File: config.mk
export PLATFORM = sky130hd
export DESIGN_NAME = usec_core
export DESIGN_NICKNAME = d
export VERILOG_FILES = /design/src/rtl/usec_pkg.sv /design/src/rtl/usec_core.sv
export VERILOG_INCLUDE_DIRS = /design/src /design/src/rtl
export SDC_FILE = /design/constraint.sdc
export NUM_CORES = 1
export LEC_CHECK = 0
export BUFFER_PORTS_ARGS = -buffer_cell sky130_fd_sc_hd__buf_2
export CORE_ASPECT_RATIO = 0.6
export CORE_MARGIN = 2
export CORE_UTILIZATION = 55
export DETAILED_ROUTE_END_ITERATION = 7
export GPL_ROUTABILITY_DRIVEN = 0
export PLACE_DENSITY = 0.95
export RECOVER_POWER = 100
export SLEW_MARGIN = 20
export SYNTH_ARGS = -nofsm -noshare
export SYNTH_HDL_FRONTEND = slang
export SYNTH_SLANG_ARGS = --single-unit
export TNS_END_PERCENT = 10
File: constraint.sdc
create_clock -name CLOCK -period 4.9 [get_ports CLOCK]
set_input_delay 0.49 -clock CLOCK [delete_from_list [all_inputs] [get_ports CLOCK]]
set_output_delay 0.49 -clock CLOCK [all_outputs]
set_load 0.05 [all_outputs]
File: src/rtl/usec_defines.svh
// Register offsets, field positions, reset values and timing counts for the error/status/control block
`ifndef USEC_DEFINES_SVH
`define USEC_DEFINES_SVH

`define USEC_OFF_ERR_FLAGS 12'h088
`define USEC_OFF_PACKET_ERROR_ENABLES 12'h08C
`define USEC_OFF_RESULT 12'h090
`define USEC_OFF_CTRL 12'h094
`define USEC_OFF_ADDR 12'h098
`define USEC_OFF_EVENTS 12'h0F0

// Error flag / enable bit positions
`define USEC_ERR_PID 0
`define USEC_ERR_TOKCHK 1
`define USEC_ERR_DATACHK 2
`define USEC_ERR_ALIGN 3
`define USEC_ERR_TURN 5
`define USEC_ERR_BUFACC 6
`define USEC_ERR_STUFF 7
`define USEC_ERR_MASK 8'hEF

// Control register bit positions
`define USEC_CTL_ENABLE 0
`define USEC_CTL_BANKRST 1
`define USEC_CTL_RESUME 2
`define USEC_CTL_HOST 3
`define USEC_CTL_BUSRST 4
`define USEC_CTL_HOLD 5
`define USEC_CTL_SE0 6
`define USEC_CTL_LINE 7

// Result entry fields
`define USEC_RES_BANK 2
`define USEC_RES_DIR 3
`define USEC_RES_EP_LSB 4

`define USEC_ADDR_LS 7
`define USEC_RESET_BYTE 8'h00

// Turnaround limit: 16 full-speed bit times of 12 Mbit/s
`define USEC_TURN_BITS 16
`define USEC_FS_BIT_NS 84
`define USEC_CLK_NS 40
`define USEC_TURN_CYC ((`USEC_TURN_BITS * `USEC_FS_BIT_NS) / `USEC_CLK_NS)

`define USEC_FIFO_DEPTH 4

`endif

File: src/rtl/usec_pkg.sv
// Types for the error/status/control block
package usec_pkg;
    typedef enum logic [1:0] {
        USEC_TA_IDLE = 2'b00,
        USEC_TA_WAIT = 2'b01,
        USEC_TA_TOUT = 2'b11
    } usec_ta_t;

    typedef struct packed {
        logic [7:0] err_flags;
        logic [7:0] packet_error_enables;
        logic enable;
        logic resume;
        logic busrst;
        logic hold;
        logic busy;
        logic line_state;
        logic line_se0;
        logic line_meta;
        logic se0_meta;
        logic [6:0] func_addr;
        logic low_speed;
        logic [3:0][7:0] fifo;
        logic [1:0] rd_ptr;
        logic [1:0] wr_ptr;
        logic [2:0] count;
        logic tok_done;
        logic err_summary;
        usec_ta_t ta_state;
        logic [5:0] ta_cnt;
        logic bank_clear;
        logic ls_pending;
        logic [31:0] prdata;
        logic pready;
        logic pslverr;
    } usec_state_t;
endpackage : usec_pkg

File: src/rtl/usec_core.sv
// Error detection, transaction status FIFO, control and address registers behind APB
//
// Contract
// Bit-stuffing violation sets its flag; packet is discarded by engine.
// Buffer-access miss or oversize packet sets buffer-access flag.
// Turnaround gap over 16 bit times after EOP flags timeout.
// Received data length not whole bytes sets alignment flag.
// Data DATA_CHECK_FAULT_FLAG failure rejects packet and sets data-check flag.
// Token CRC5 error (peripheral) or frame-end overrun (host) sets flag; frame-end overrun is ignored in this peripheral-only device.
// PID check-field mismatch sets packet-id flag.
// Each error source has an enable bit, all zero after reset.
// Error flags set the moment the condition is detected.
// Transaction results queue in four-entry byte FIFO; window shows oldest.
// Clearing token-done loads next entry and reasserts token-done if valid.
// Result entry carries 4-bit binary endpoint number.
// Result entry has direction bit (1 transmit) and odd-bank bit.
// Control shows live line state and SE0, polarity per low-speed.
// Host role: token-busy high while a token executes; token-busy stays low in this peripheral-only device.
// Peripheral role: SETUP sets transfer-hold; software clears to resume.
// Host only bus reset drive; inactive in this peripheral-only device.
// Resume signalling while resume bit set; host appends low-speed EOP; LS_EOP stays low in this peripheral-only device.
// Writing 1 to bank-reset forces all ping-pong selectors even.
// Setting enable resets selectors and engine; clearing stops frame starts.
// 7-bit address with enable; returns to zero on reset or bus reset.
// Low-speed select runs next token at low speed with preamble.
// Enabled error flags OR into one error summary bit.
// Error flags stay set until software writes one to them.
`timescale 1ns/1ps
`include "usec_defines.svh"

module usec_core (
    input wire logic CLOCK,
    input wire logic RESET_N,
    input wire logic CLK_EN,
    // APB slave
    input wire logic PSEL,
    input wire logic PENABLE,
    input wire logic PWRITE,
    input wire logic [11:0] PADDR,
    input wire logic [31:0] PWDATA,
    output logic [31:0] PRDATA,
    output logic PREADY,
    output logic PSLVERR,
    // Error events from the engine, one-cycle pulses
    input wire logic STUFF_ERR,
    input wire logic BUF_ACCESS_ERR,
    input wire logic ALIGN_ERR,
    input wire logic DATA_CRC_ERR,
    input wire logic TOKEN_CRC_ERR,
    input wire logic FRAME_COUNT_ZERO,
    input wire logic PACKET_ID_CHECK_FAULT_FLAG_IN,
    // Bus activity for the turnaround timer
    input wire logic EOP_SEEN,
    input wire logic LEAVE_IDLE,
    input wire logic TURN_EXPECT,
    // Transaction completion
    input wire logic XFER_DONE,
    input wire logic [3:0] XFER_EP,
    input wire logic XFER_TX,
    input wire logic XFER_ODD,
    input wire logic SETUP_SEEN,
    input wire logic TOKEN_START,
    input wire logic TOKEN_END,
    input wire logic BUS_RESET_SEEN,
    input wire logic LINE_DIFF,
    input wire logic LINE_SE0,
    // Outputs to the engine
    output logic ERR_SUMMARY,
    output logic TOKEN_DONE,
    output logic HOLD,
    output logic BANK_CLEAR,
    output logic ENGINE_EN,
    output logic RESUME_DRIVE,
    output logic LS_EOP,
    output logic BUS_RESET_DRIVE,
    output logic [6:0] FUNC_ADDR,
    output logic LOW_SPEED,
    output logic FIFO_FULL
);

    localparam logic [5:0] TURN_LIMIT = 6'(`USEC_TURN_CYC);

    usec_pkg::usec_state_t s_r;
    usec_pkg::usec_state_t s_nxt;

    logic wr_en;
    logic [7:0] err_set;
    logic [7:0] result_byte;
    logic mapped;
    logic [7:0] ctl_byte;

    ////////////////////////////////////////////////////////////////////////////
    // Bus decode

    assign wr_en = PSEL && PENABLE && PWRITE && s_r.pready;
    assign mapped = (PADDR == `USEC_OFF_ERR_FLAGS) || (PADDR == `USEC_OFF_PACKET_ERROR_ENABLES) ||
        (PADDR == `USEC_OFF_RESULT) || (PADDR == `USEC_OFF_CTRL) ||
        (PADDR == `USEC_OFF_ADDR) || (PADDR == `USEC_OFF_EVENTS);

    // Window reads zero when no entry is waiting
    assign result_byte = s_r.tok_done ? s_r.fifo[s_r.rd_ptr] : `USEC_RESET_BYTE;

    always_comb begin
        ctl_byte = 8'h00;
        ctl_byte[`USEC_CTL_ENABLE] = s_r.enable;
        ctl_byte[`USEC_CTL_RESUME] = s_r.resume;
        ctl_byte[`USEC_CTL_HOLD] = s_r.hold | s_r.busy;
        ctl_byte[`USEC_CTL_SE0] = s_r.line_se0;
        ctl_byte[`USEC_CTL_LINE] = s_r.line_state ^ s_r.low_speed;
    end

    always_comb begin
        err_set = 8'h00;
        err_set[`USEC_ERR_STUFF] = STUFF_ERR;
        err_set[`USEC_ERR_BUFACC] = BUF_ACCESS_ERR;
        err_set[`USEC_ERR_TURN] = (s_r.ta_state == usec_pkg::USEC_TA_TOUT);
        err_set[`USEC_ERR_ALIGN] = ALIGN_ERR;
        err_set[`USEC_ERR_DATACHK] = DATA_CRC_ERR;
        // Host mode is strapped off, so only token CRC counts; frame-end is host only
        err_set[`USEC_ERR_TOKCHK] = TOKEN_CRC_ERR | (1'b0 & FRAME_COUNT_ZERO);
        err_set[`USEC_ERR_PID] = PACKET_ID_CHECK_FAULT_FLAG_IN;
    end

    ////////////////////////////////////////////////////////////////////////////
    // Next state

    always_comb begin
        s_nxt = s_r;
        s_nxt.pready = 1'b0;
        s_nxt.pslverr = 1'b0;
        s_nxt.bank_clear = 1'b0;
        s_nxt.ls_pending = 1'b0;

        // Line sampling: two flops before use; polarity swaps at low speed
        s_nxt.line_meta = LINE_DIFF;
        s_nxt.se0_meta = LINE_SE0;
        s_nxt.line_state = s_r.line_meta;
        s_nxt.line_se0 = s_r.se0_meta;

        // Turnaround timer
        unique case (s_r.ta_state)
            usec_pkg::USEC_TA_IDLE: begin
                s_nxt.ta_cnt = 6'h00;
                if (EOP_SEEN && TURN_EXPECT && s_r.enable) begin
                    s_nxt.ta_state = usec_pkg::USEC_TA_WAIT;
                end
            end
            usec_pkg::USEC_TA_WAIT: begin
                s_nxt.ta_cnt = s_r.ta_cnt + 6'h01;
                if (LEAVE_IDLE) begin
                    s_nxt.ta_state = usec_pkg::USEC_TA_IDLE;
                end else if (s_r.ta_cnt >= TURN_LIMIT) begin
                    s_nxt.ta_state = usec_pkg::USEC_TA_TOUT;
                end
            end
            usec_pkg::USEC_TA_TOUT: begin
                s_nxt.ta_state = usec_pkg::USEC_TA_IDLE;
            end
            default: begin
                s_nxt.ta_state = usec_pkg::USEC_TA_IDLE;
            end
        endcase

        // Bus register access; one wait state so every answer is two cycles
        if (PSEL && PENABLE && !s_r.pready) begin
            s_nxt.pready = 1'b1;
            s_nxt.pslverr = !mapped;
            s_nxt.prdata = 32'h0000_0000;
            if (!PWRITE) begin
                unique case (PADDR)
                    `USEC_OFF_ERR_FLAGS: s_nxt.prdata[7:0] = s_r.err_flags;
                    `USEC_OFF_PACKET_ERROR_ENABLES: s_nxt.prdata[7:0] = s_r.packet_error_enables;
                    `USEC_OFF_RESULT: s_nxt.prdata[7:0] = result_byte;
                    `USEC_OFF_CTRL: s_nxt.prdata[7:0] = ctl_byte;
                    `USEC_OFF_ADDR: s_nxt.prdata[7:0] = {s_r.low_speed, s_r.func_addr};
                    `USEC_OFF_EVENTS: s_nxt.prdata[7:0] = {4'h0, s_r.count[2:0], s_r.tok_done};
                    default: s_nxt.prdata = 32'h0000_0000;
                endcase
            end
        end

        // Flags sticky; write-one clears, a new event in the same cycle wins
        if (wr_en && PADDR == `USEC_OFF_ERR_FLAGS) begin
            s_nxt.err_flags = s_r.err_flags & ~PWDATA[7:0];
        end
        s_nxt.err_flags = (s_nxt.err_flags | err_set) & `USEC_ERR_MASK;
        if (wr_en && PADDR == `USEC_OFF_PACKET_ERROR_ENABLES) begin
            s_nxt.packet_error_enables = PWDATA[7:0] & `USEC_ERR_MASK;
        end
        s_nxt.err_summary = |(s_nxt.err_flags & s_nxt.packet_error_enables);

        if (wr_en && PADDR == `USEC_OFF_CTRL) begin
            s_nxt.enable = PWDATA[`USEC_CTL_ENABLE];
            s_nxt.resume = PWDATA[`USEC_CTL_RESUME];
            s_nxt.busrst = 1'b0;
            if (!PWDATA[`USEC_CTL_HOLD]) begin
                s_nxt.hold = 1'b0;
            end
            s_nxt.bank_clear = PWDATA[`USEC_CTL_BANKRST] |
                (PWDATA[`USEC_CTL_ENABLE] & !s_r.enable);
        end
        if (SETUP_SEEN && s_r.enable) begin
            s_nxt.hold = 1'b1;
        end
        // Token-busy is a host feature; host mode is fixed off here
        s_nxt.busy = 1'b0 & (TOKEN_START | (s_r.busy & !TOKEN_END));

        if (wr_en && PADDR == `USEC_OFF_ADDR) begin
            s_nxt.func_addr = PWDATA[6:0];
            s_nxt.low_speed = PWDATA[`USEC_ADDR_LS];
        end
        if (BUS_RESET_SEEN) begin
            s_nxt.func_addr = 7'h00;
            s_nxt.low_speed = 1'b0;
        end

        // Result FIFO: token-done clear via event register bit 0 pops the window
        if (wr_en && PADDR == `USEC_OFF_EVENTS && PWDATA[0] && s_r.tok_done) begin
            s_nxt.rd_ptr = s_r.rd_ptr + 2'h1;
            s_nxt.count = s_r.count - 3'h1;
        end
        if (XFER_DONE && s_r.count < 3'(`USEC_FIFO_DEPTH)) begin
            s_nxt.fifo[s_r.wr_ptr] = {XFER_EP, XFER_TX, XFER_ODD, 2'b00};
            s_nxt.wr_ptr = s_r.wr_ptr + 2'h1;
            s_nxt.count = s_nxt.count + 3'h1;
        end
        s_nxt.tok_done = (s_nxt.count != 3'h0);

        // Enabling the engine restarts its queue
        if (wr_en && PADDR == `USEC_OFF_CTRL && PWDATA[`USEC_CTL_ENABLE] && !s_r.enable) begin
            s_nxt.rd_ptr = 2'h0;
            s_nxt.wr_ptr = 2'h0;
            s_nxt.count = 3'h0;
            s_nxt.tok_done = 1'b0;
            s_nxt.hold = 1'b0;
        end
    end

    always_ff @(posedge CLOCK or negedge RESET_N) begin
        if (!RESET_N) begin
            s_r <= '0;
        end else if (CLK_EN) begin
            s_r <= s_nxt;
        end
    end

    ////////////////////////////////////////////////////////////////////////////
    // Outputs

    assign PRDATA = s_r.prdata;
    assign PREADY = s_r.pready;
    assign PSLVERR = s_r.pslverr;
    assign ERR_SUMMARY = s_r.err_summary;
    assign TOKEN_DONE = s_r.tok_done;
    assign HOLD = s_r.hold;
    assign BANK_CLEAR = s_r.bank_clear;
    assign ENGINE_EN = s_r.enable;
    assign RESUME_DRIVE = s_r.resume;
    assign LS_EOP = s_r.ls_pending;
    assign BUS_RESET_DRIVE = s_r.busrst;
    assign FUNC_ADDR = s_r.func_addr;
    assign LOW_SPEED = s_r.low_speed;
    assign FIFO_FULL = s_r.count[2];

    ////////////////////////////////////////////////////////////////////////////
    // Checks

    property p_stuff_set;
        @(posedge CLOCK) disable iff (!RESET_N)
        (STUFF_ERR && CLK_EN) |=> s_r.err_flags[`USEC_ERR_STUFF];
    endproperty
    a_stuff_set: assert property (p_stuff_set) else $error("stuff flag not set");

    property p_bufacc_set;
        @(posedge CLOCK) disable iff (!RESET_N)
        (BUF_ACCESS_ERR && CLK_EN) |=> s_r.err_flags[`USEC_ERR_BUFACC];
    endproperty
    a_bufacc_set: assert property (p_bufacc_set) else $error("buffer flag not set");

    property p_turn_tout;
        @(posedge CLOCK) disable iff (!RESET_N || !CLK_EN)
        (s_r.ta_state == usec_pkg::USEC_TA_TOUT) |=> s_r.err_flags[`USEC_ERR_TURN];
    endproperty
    a_turn_tout: assert property (p_turn_tout) else $error("timeout flag not set");

    property p_align_set;
        @(posedge CLOCK) disable iff (!RESET_N)
        (ALIGN_ERR && CLK_EN) |=> s_r.err_flags[`USEC_ERR_ALIGN];
    endproperty
    a_align_set: assert property (p_align_set) else $error("alignment flag not set");

    property p_crc_set;
        @(posedge CLOCK) disable iff (!RESET_N)
        (DATA_CRC_ERR && CLK_EN) |=> s_r.err_flags[`USEC_ERR_DATACHK];
    endproperty
    a_crc_set: assert property (p_crc_set) else $error("data check flag not set");

    property p_pid_set;
        @(posedge CLOCK) disable iff (!RESET_N)
        (PACKET_ID_CHECK_FAULT_FLAG_IN && CLK_EN) |=> s_r.err_flags[`USEC_ERR_PID];
    endproperty
    a_pid_set: assert property (p_pid_set) else $error("pid flag not set");

    property p_sticky;
        @(posedge CLOCK) disable iff (!RESET_N)
        (s_r.err_flags[`USEC_ERR_PID] && !(wr_en && PADDR == `USEC_OFF_ERR_FLAGS)) |=>
            s_r.err_flags[`USEC_ERR_PID];
    endproperty
    a_sticky: assert property (p_sticky) else $error("flag dropped without clear");

    property p_summary;
        @(posedge CLOCK) disable iff (!RESET_N)
        ##1 (ERR_SUMMARY == |(s_r.err_flags & s_r.packet_error_enables));
    endproperty
    a_summary: assert property (p_summary) else $error("summary mismatch");

    property p_done_valid;
        @(posedge CLOCK) disable iff (!RESET_N)
        TOKEN_DONE == (s_r.count != 3'h0);
    endproperty
    a_done_valid: assert property (p_done_valid) else $error("token done mismatch");

    property p_addr_rst;
        @(posedge CLOCK) disable iff (!RESET_N)
        (BUS_RESET_SEEN && CLK_EN) |=> ((FUNC_ADDR == 7'h00) && !LOW_SPEED);
    endproperty
    a_addr_rst: assert property (p_addr_rst) else $error("address not cleared");

    property p_tokchk_set;
        @(posedge CLOCK) disable iff (!RESET_N)
        (TOKEN_CRC_ERR && CLK_EN) |=> s_r.err_flags[`USEC_ERR_TOKCHK];
    endproperty
    a_tokchk_set: assert property (p_tokchk_set) else $error("token check flag not set");

    property p_hold_set;
        @(posedge CLOCK) disable iff (!RESET_N)
        (SETUP_SEEN && ENGINE_EN && CLK_EN) |=> HOLD;
    endproperty
    a_hold_set: assert property (p_hold_set) else $error("transfer hold not set");

    property p_queue_bound;
        @(posedge CLOCK) disable iff (!RESET_N)
        (s_r.count <= 3'h4) && (FIFO_FULL == (s_r.count == 3'h4));
    endproperty
    a_queue_bound: assert property (p_queue_bound) else $error("result queue overrun");

endmodule : usec_core

==> flow_metrics.tcl, run 1 <==
set metrics [dict create \
    period_needed_ns 3.516 \
    synth_compound_area_frac 0.1424 \
    highest_clock_frequency_the_design_can_meet_ghz 0.2844 \
    grt_first_pass_wirelength_um 18430 \
    io_pins 124 \
    diodes_inserted 0 \
    result_of_the_run "finished, violations left" \
    detail_route.wl_per_cell_um 19.44 \
    yosysTopAreaCell "dfrtp_1" \
    track_usage 0.2718 \
    num-nets-final 578 \
    largest_family_of_logic_cells_by_synthesized_area "simple AND/OR/NAND/NOR gates" \
    cts.sinks 81 \
    syn_to_final_growth_pct 9.125 \
    grt-ovfl-total 0 \
    power_switching_share 0.3232 \
    cts_htree_levels 3 \
    adder_cell_area_share_of_the_yosys_netlist 0.02423 \
    worstSetupPathType "primary input to register" \
    drv_cap 1 \
    reg2reg_setup_slack_ns 2.30 \
    synthDistinctLibCells 62 \
    post_synthesis_mux_area_share 0.1252 \
    cts.repair_timing.setup_buffer_count 0 \
    postSynthAreaPerCell_um2 10.45 \
    avgViaCountPerCell 6.125 \
    async_reset_ff_frac 1.000 \
    critical_path_launch_point_type "primary input" \
    reg2regPathDepth 9 \
    die_h_um 75.21 \
    yosys.area_share.simple 0.1647 \
    core_area_mm2 0.008039 \
    detailedRoute.firstIterationViolations 495 \
    yosys_synthesis_warning_count 0 \
    numPortBuffers 70 \
    synth-seq-cells 81 \
    postSynth.topFlopCell "dfrtp_1" \
    power.static_leakage_nw 2.263 \
    p_seq_frac 0.444 \
    ff_latch_area_mm2 0.002027 \
    dpl.hpwl_um 8748 \
    worst_r2r_endpoint "TOKEN_DONE" \
    timing.clock.skew_ns 0.004924 \
    fin_setup_tns_ns 0 \
    grt_max_degree 82 \
    dieWidth_um 122.7 \
    vias 3730 \
    drt_drc_violations_left 0 \
    clk_path_buf_depth 2 \
    root_buffer "clkbuf_16" \
    critical_path.endpoint_type "register" \
    num_rows 25 \
    mappedNetlistArea_mm2 0.004648 \
    totalWireLength_um 11840 \
    cts.hold.buffers_added 0 \
    detail-route-antenna-nets 0 \
    critical_path.reg2reg.startpoint "PREADY" \
    synth_top_cells_by_area "dfrtp_1, mux2_2, buf_4" \
    timing.final.ws_setup_ns 1.384 \
    clock_power_share 0.310 \
    grt_pass1_vias 3569 \
    rsz_0062_raised_after_global_routing "false" \
    worst-endpoint-required_ns 5.06 \
    max-slew-margin-rel -0.1404 \
    power.switching_mw 0.6572 \
    power.share.combinational 0.245 \
    filler_cell_count 638 \
    drive_above_1_share 0.2196 \
    synth_cells 445 \
    cts.clk_slew.worst_paths_ns 0.06 \
    synth_edf_count 0 \
    power.density_cell_area_mw_per_mm2 400.8 \
    pre_cts_ws_ns 1.875 \
    violations_in_the_final_reports "max-capacitance violations, max-slew violations" \
    sequential_element_share_of_the_synthesized_area 0.4361 \
    layout_worst_path_cycle_share 0.7175 \
    insertion_delay_ns 0.35 \
    tightest_slew_ns 1.711 \
    finalHoldViolations 0 \
    maxSlewViolCount 39 \
    initial_core_util 0.5782 \
    cts_resized 0 \
    multiInputGateArea_mm2 0.002221 \
    holdCritPathClass "primary input to asynchronous set/reset pin" \
    dr.pass1.iters 5 \
    peak_fanout_along_the_critical_path 10 \
    synth.top_cell.area_share 0.4361 \
    cellInternalPower_mw 1.376 \
    setup_violators_final 0 \
    worst-endpoint-arrival_ns 3.68 \
    die_area_mm2 0.009227 \
    initial_antenna_violation_count 0 \
    peakVddDrop_mv 0.1715 \
    synthXorXnorAreaFrac 0.005653 \
    tritoncts_clock_tree "done" \
    cts_made_buffers 9 \
]
[worst max path at each step]
stage,start,endpoint,slack [ns],cells after the start
after CTS,PADDR[9],TOKEN_DONE,2.25,10
after global placement,PADDR[9],TOKEN_DONE,1.95,10
final,PADDR[8],TOKEN_DONE,1.38,10
after detailed placement,PADDR[9],TOKEN_DONE,1.87,10
after global routing,PADDR[9],TOKEN_DONE,1.15,10
after floorplan,PADDR[9],TOKEN_DONE,2.38,11
[layout by cell type, fill, tap and decap left out, drive strengths merged, types with 3 or more instances in the layout]
cell and count:
and4 4, a22o 14, a22oi 9, a21oi 12, o32ai 4, nand4 5
nand3 9, nor3 6, nand3b 7, o22ai 9, and2 4, ha 9
and3 4, dfrtp 81, mux2 37, clkbuf 39, nor4 3, buf 45
conb 26, nand2b 5, mux4 6, mux2i 3, clkinv 3, o21ai 32
nand2 43, nor2 24, nor2b 5, inv 22, o31ai 3
[power groups by stage]
| stage | sequential (mW) | combinational, mW | clock, mW |
|---|---|---|---|
| 3_5_place_dp | 0.906 | 0.500 | 0 |
| 5_1_grt | 0.917 | 0.538 | 0.671 |
| 2_1_floorplan | 0.904 | 0.367 | 0 |
| 4_1_cts | 0.897 | 0.505 | 0.638 |
| 6_report | 0.904 | 0.499 | 0.631 |
| 3_3_place_gp | 0.891 | 0.472 | 0 |
[worst max-delay path, stage by stage]
cell and delay, ns:
buf_2 0.11, nor4_1 1.16, and4_1 0.54, and2_0 0.36
xnor2_1 0.17, ha_1 0.25, nor2_1 0.21, nand3_1 0.12
a31oi_1 0.18, o22ai_1 0.08
[layer usage]
layer  wire length (um)  part of all wire  GRT usage  vias to the layer above
met1               5076              0.43     0.3749                     1839
li1                   -                 -          -                     1643
met4                192             0.016    0.07663                        0
met2               5162              0.44     0.4101                      225
met3               1409              0.12    0.09697                       23
met5                  0                 0          0                        -
[state kept, by name, indices dropped and copies added, names as in the netlist]
signal        cells
PRDATA            8
RESUME_DRIVE      1
HOLD              1
LOW_SPEED         1
FIFO_FULL         1
ERR_SUMMARY       1
BANK_CLEAR        1
TOKEN_DONE        1
ENGINE_EN         1
ctl_byte          1
PREADY            1
FUNC_ADDR         7
PSLVERR           1
s_nxt             2
s_r              53
[final cells by class]
cell class | count | share of cell area
clock buffer | 13 | 0.05131
clock inverter | 3 | 0.002960
inverter | 22 | 0.01628
multi-input combinational | 311 | 0.4378
sequential | 81 | 0.3996
tap | 108 | 0.02664
timing repair buffer | 71 | 0.06537
[logic make-up after synthesis]
| logic type | after synthesis |
|---|---|
| AOI/OAI and AO/OA | 98 |
| xor gates and xnor gates | 3 |
| adders and majority gates | 9 |
| buffers and inverters | 78 |
| DFF | 81 |
| muxes | 46 |
| other | 1 |
| and+or+nand+nor | 129 |
[Yosys cell counts (5+ instances only)]
| cell | instances |
|---|---|
| a21oi_1 | 12 |
| a22o_1 | 14 |
| a22oi_1 | 9 |
| buf_2 | 6 |
| buf_4 | 41 |
| clkbuf_1 | 7 |
| dfrtp_1 | 81 |
| ha_1 | 9 |
| inv_1 | 21 |
| mux2_2 | 33 |
| mux4_2 | 6 |
| nand2_1 | 40 |
| nand3_1 | 9 |
| nand3b_1 | 7 |
| nor2_1 | 24 |
| nor2b_1 | 5 |
| nor3_1 | 6 |
| o21ai_0 | 21 |
| o21ai_1 | 11 |
| o22ai_1 | 9 |
[through the flow]
step | power [mW] | util | cells | cell area [um^2] | hold slack, ns
floorplan | 1.271 | - | 470 | 4742 | 0.1944
global placement | 1.363 | 0.6034 | 593 | 4851 | 0.4814
detailed placement | 1.406 | 0.6034 | 593 | 4851 | 0.4889
CTS | 2.039 | 0.6377 | 609 | 5126 | 0.3557
global route | 2.125 | 0.6310 | 609 | 5072 | 0.2184
finish | 2.033 | 0.6310 | 609 | 5072 | 0.1421
Power figures use the tool's default switching activity.
==> inputs of run 2 (changes only) <==
--- a/config.mk
+++ b/config.mk
@@ -9,10 +9,10 @@
 export BUFFER_PORTS_ARGS = -buffer_cell sky130_fd_sc_hd__buf_2
 export CORE_ASPECT_RATIO = 0.6
 export CORE_MARGIN = 2
-export CORE_UTILIZATION = 55
+export CORE_UTILIZATION = 48
 export DETAILED_ROUTE_END_ITERATION = 7
 export GPL_ROUTABILITY_DRIVEN = 0
-export PLACE_DENSITY = 0.95
+export PLACE_DENSITY = 0.89
 export RECOVER_POWER = 100
 export SLEW_MARGIN = 20
 export SYNTH_ARGS = -nofsm -noshare
==> constraint.sdc (replaced) <==
create_clock -name CLOCK -period 2.99 [get_ports CLOCK]
set_input_delay 0.299 -clock CLOCK [delete_from_list [all_inputs] [get_ports CLOCK]]
set_output_delay 0.299 -clock CLOCK [all_outputs]
set_load 0.05 [all_outputs]
==> run 2 against run 1 <==
Clock skew rose by 0.0024 ns. The flow still finishes with violations (max-capacitance violations, max-slew violations). Worst setup slack got worse by 1.0 ns. Clock-buffer cell count rose by 1. Largest power group unchanged.
==> flow_metrics.tcl, run 2 (same netlist as run 1, synthesis figures left out) <==
set metrics [dict create \
    result_of_the_run "finished, violations left" \
    violations_in_the_final_reports "max-capacitance violations, max-slew violations" \
    insertion_delay_ns 0.34 \
    drt_drc_violations_left 0 \
    layout_worst_path_cycle_share 0.8784 \
    critPathSlowestCell "dfrtp_1" \
    clk_path_buf_depth 2 \
    worst-endpoint-arrival_ns 2.82 \
    path_cells "nand4_1, nor3_1, nand2_1, mux2i_1, ha_1, nor2_1, nand3_1, a31oi_1, o22ai_1" \
    power.static_leakage_nw 2.268 \
    placed_area_mm2 0.004908 \
    finalHoldViolations 0 \
    max-slew-margin-rel -0.3234 \
    holdCritPathClass "primary input to register" \
    critical_path_launch_point_type "register" \
    grt-ovfl-total 0 \
    period_needed_ns 2.627 \
    grt_first_pass_wirelength_um 18170 \
    num_rows 27 \
    detailedRoute.firstIterationViolations 293 \
    vias 3720 \
    tightest_slew_ns 1.985 \
    totalWireLength_um 11680 \
    cts.clk_slew.worst_paths_ns 0.06 \
    track_usage 0.2316 \
    die_h_um 80.23 \
    cts.hold.buffers_added 0 \
    numPortBuffers 70 \
    io_pins 124 \
    fin_setup_tns_ns 0 \
    cts.repair_timing.setup_buffer_count 0 \
    worstSetupPathType "register to register" \
    cts_made_buffers 9 \
    worst-endpoint-required_ns 3.18 \
    finalInstanceArea_mm2 0.005140 \
    hold-path-cell-count 2 \
    core_area_mm2 0.009290 \
    diodes_inserted 0 \
    tritoncts_clock_tree "done" \
    syn_to_final_growth_pct 10.58 \
    layout.cells.most_common_list "dfrtp_1, nand2_1, buf_2" \
    avgViaCountPerCell 5.858 \
    rsz_0062_raised_after_global_routing "false" \
    reg2regPathDepth 9 \
    dr.pass1.iters 5 \
    num-nets-final 582 \
    root_buffer "clkbuf_16" \
    highest_clock_frequency_the_design_can_meet_ghz 0.3807 \
    setup_violators_final 0 \
    initial_core_util 0.5003 \
    dpl.hpwl_um 8854 \
    peakVddDrop_mv 0.3370 \
    peak_fanout_along_the_critical_path 5 \
    drv_cap 1 \
    number_of_flip_flops_under_the_largest_register_name 53 \
    cts_resized 0 \
    detail-route-antenna-nets 0 \
    detail_route.wl_per_cell_um 18.39 \
    initial_antenna_violation_count 0 \
    grt_pass1_vias 3527 \
    cts_htree_levels 3 \
    maxSlewViolCount 82 \
    power.density_cell_area_mw_per_mm2 657.0 \
    finish.utilization 0.5533 \
    grt_max_degree 82 \
    die_area_mm2 0.01051 \
    largest-register "s_r" \
    worst_path_largest_cell_delay_ns 0.40 \
    timing.clock.skew_ns 0.007339 \
    cts.sinks 81 \
    layout_commonest_cell "dfrtp_1" \
    dieWidth_um 131.0 \
    drive_above_1_share 0.2178 \
    critical_path.endpoint_type "register" \
]
==> run 2: cell count changes in the layout (fill, tap and decap cells not counted), sizes merged <==
cell / delta
clkinvlp: +1
clkinv: -3
clkbuf: +6
bufinv: +1
buf: -1
==> run 2: path summary, 6_finish.rpt <==
| path | from | end | slack, ns |
|---|---|---|---|
| setup / recovery | PREADY | TOKEN_DONE | 0.36 |
| hold / removal | LINE_DIFF | s_nxt[96] | 0.19 |
| setup reg to reg | PREADY | TOKEN_DONE | 0.36 |
| hold reg to reg | PRDATA[5] | PRDATA[5] | 0.49 |
| max in group asynchronous | RESET_N | s_r[47] | 1.29 |
| min in group asynchronous | RESET_N | s_r[40] | 0.49 |
==> run 2: report_power, final <==
group / switching, mW / internal [mW] / leakage, nW
clock network: 0.422 / 0.671 / 0.137
registers: 0.158 / 1.32 / 1.02
logic: 0.472 / 0.337 / 1.11
total: 1.05 / 2.32 / 2.27
==> run 2: per-layer routing <==
layer	GRT usage	wire length [um]	vias to the layer above
li1	-	-	1651
met1	0.3252	5065	1840
met2	0.3425	5105	202
met3	0.07328	1302	27
met4	0.06915	206	0
met5	0	0	-
==> run 2: critical path, delay by kind of cell (launching register included) <==
kind            cells  cell delay (ns)
mux                 1             0.27
flops               1             0.40
simple gates        5             1.27
compound gates      2             0.27
fa+ha+maj           1             0.27
==> run 2: per-stage QoR <==
| stage | power, mW | cells | hold slack [ns] | setup slack (ns) |
|---|---|---|---|---|
| global route | 3.533 | 635 | 0.1929 | 0.1417 |
| CTS | 3.392 | 635 | 0.1724 | 0.4800 |
| floorplan | 2.083 | 470 | 0.003409 | 0.4714 |
| global placement | 2.234 | 619 | 0.4723 | 0.4725 |
| detailed placement | 2.302 | 619 | 0.4797 | 0.4173 |
| finish | 3.377 | 635 | 0.1946 | 0.3635 |
==> run 2: layout make-up <==
type | instances | area (um^2)
multi-input combinational | 311 | 2233
clock inverter | 2 | 37.54
fill | 818 | 4150
clock buffer | 14 | 254.0
inverter | 22 | 82.58
tap | 130 | 162.7
sequential | 81 | 2027
timing repair buffer | 75 | 342.8
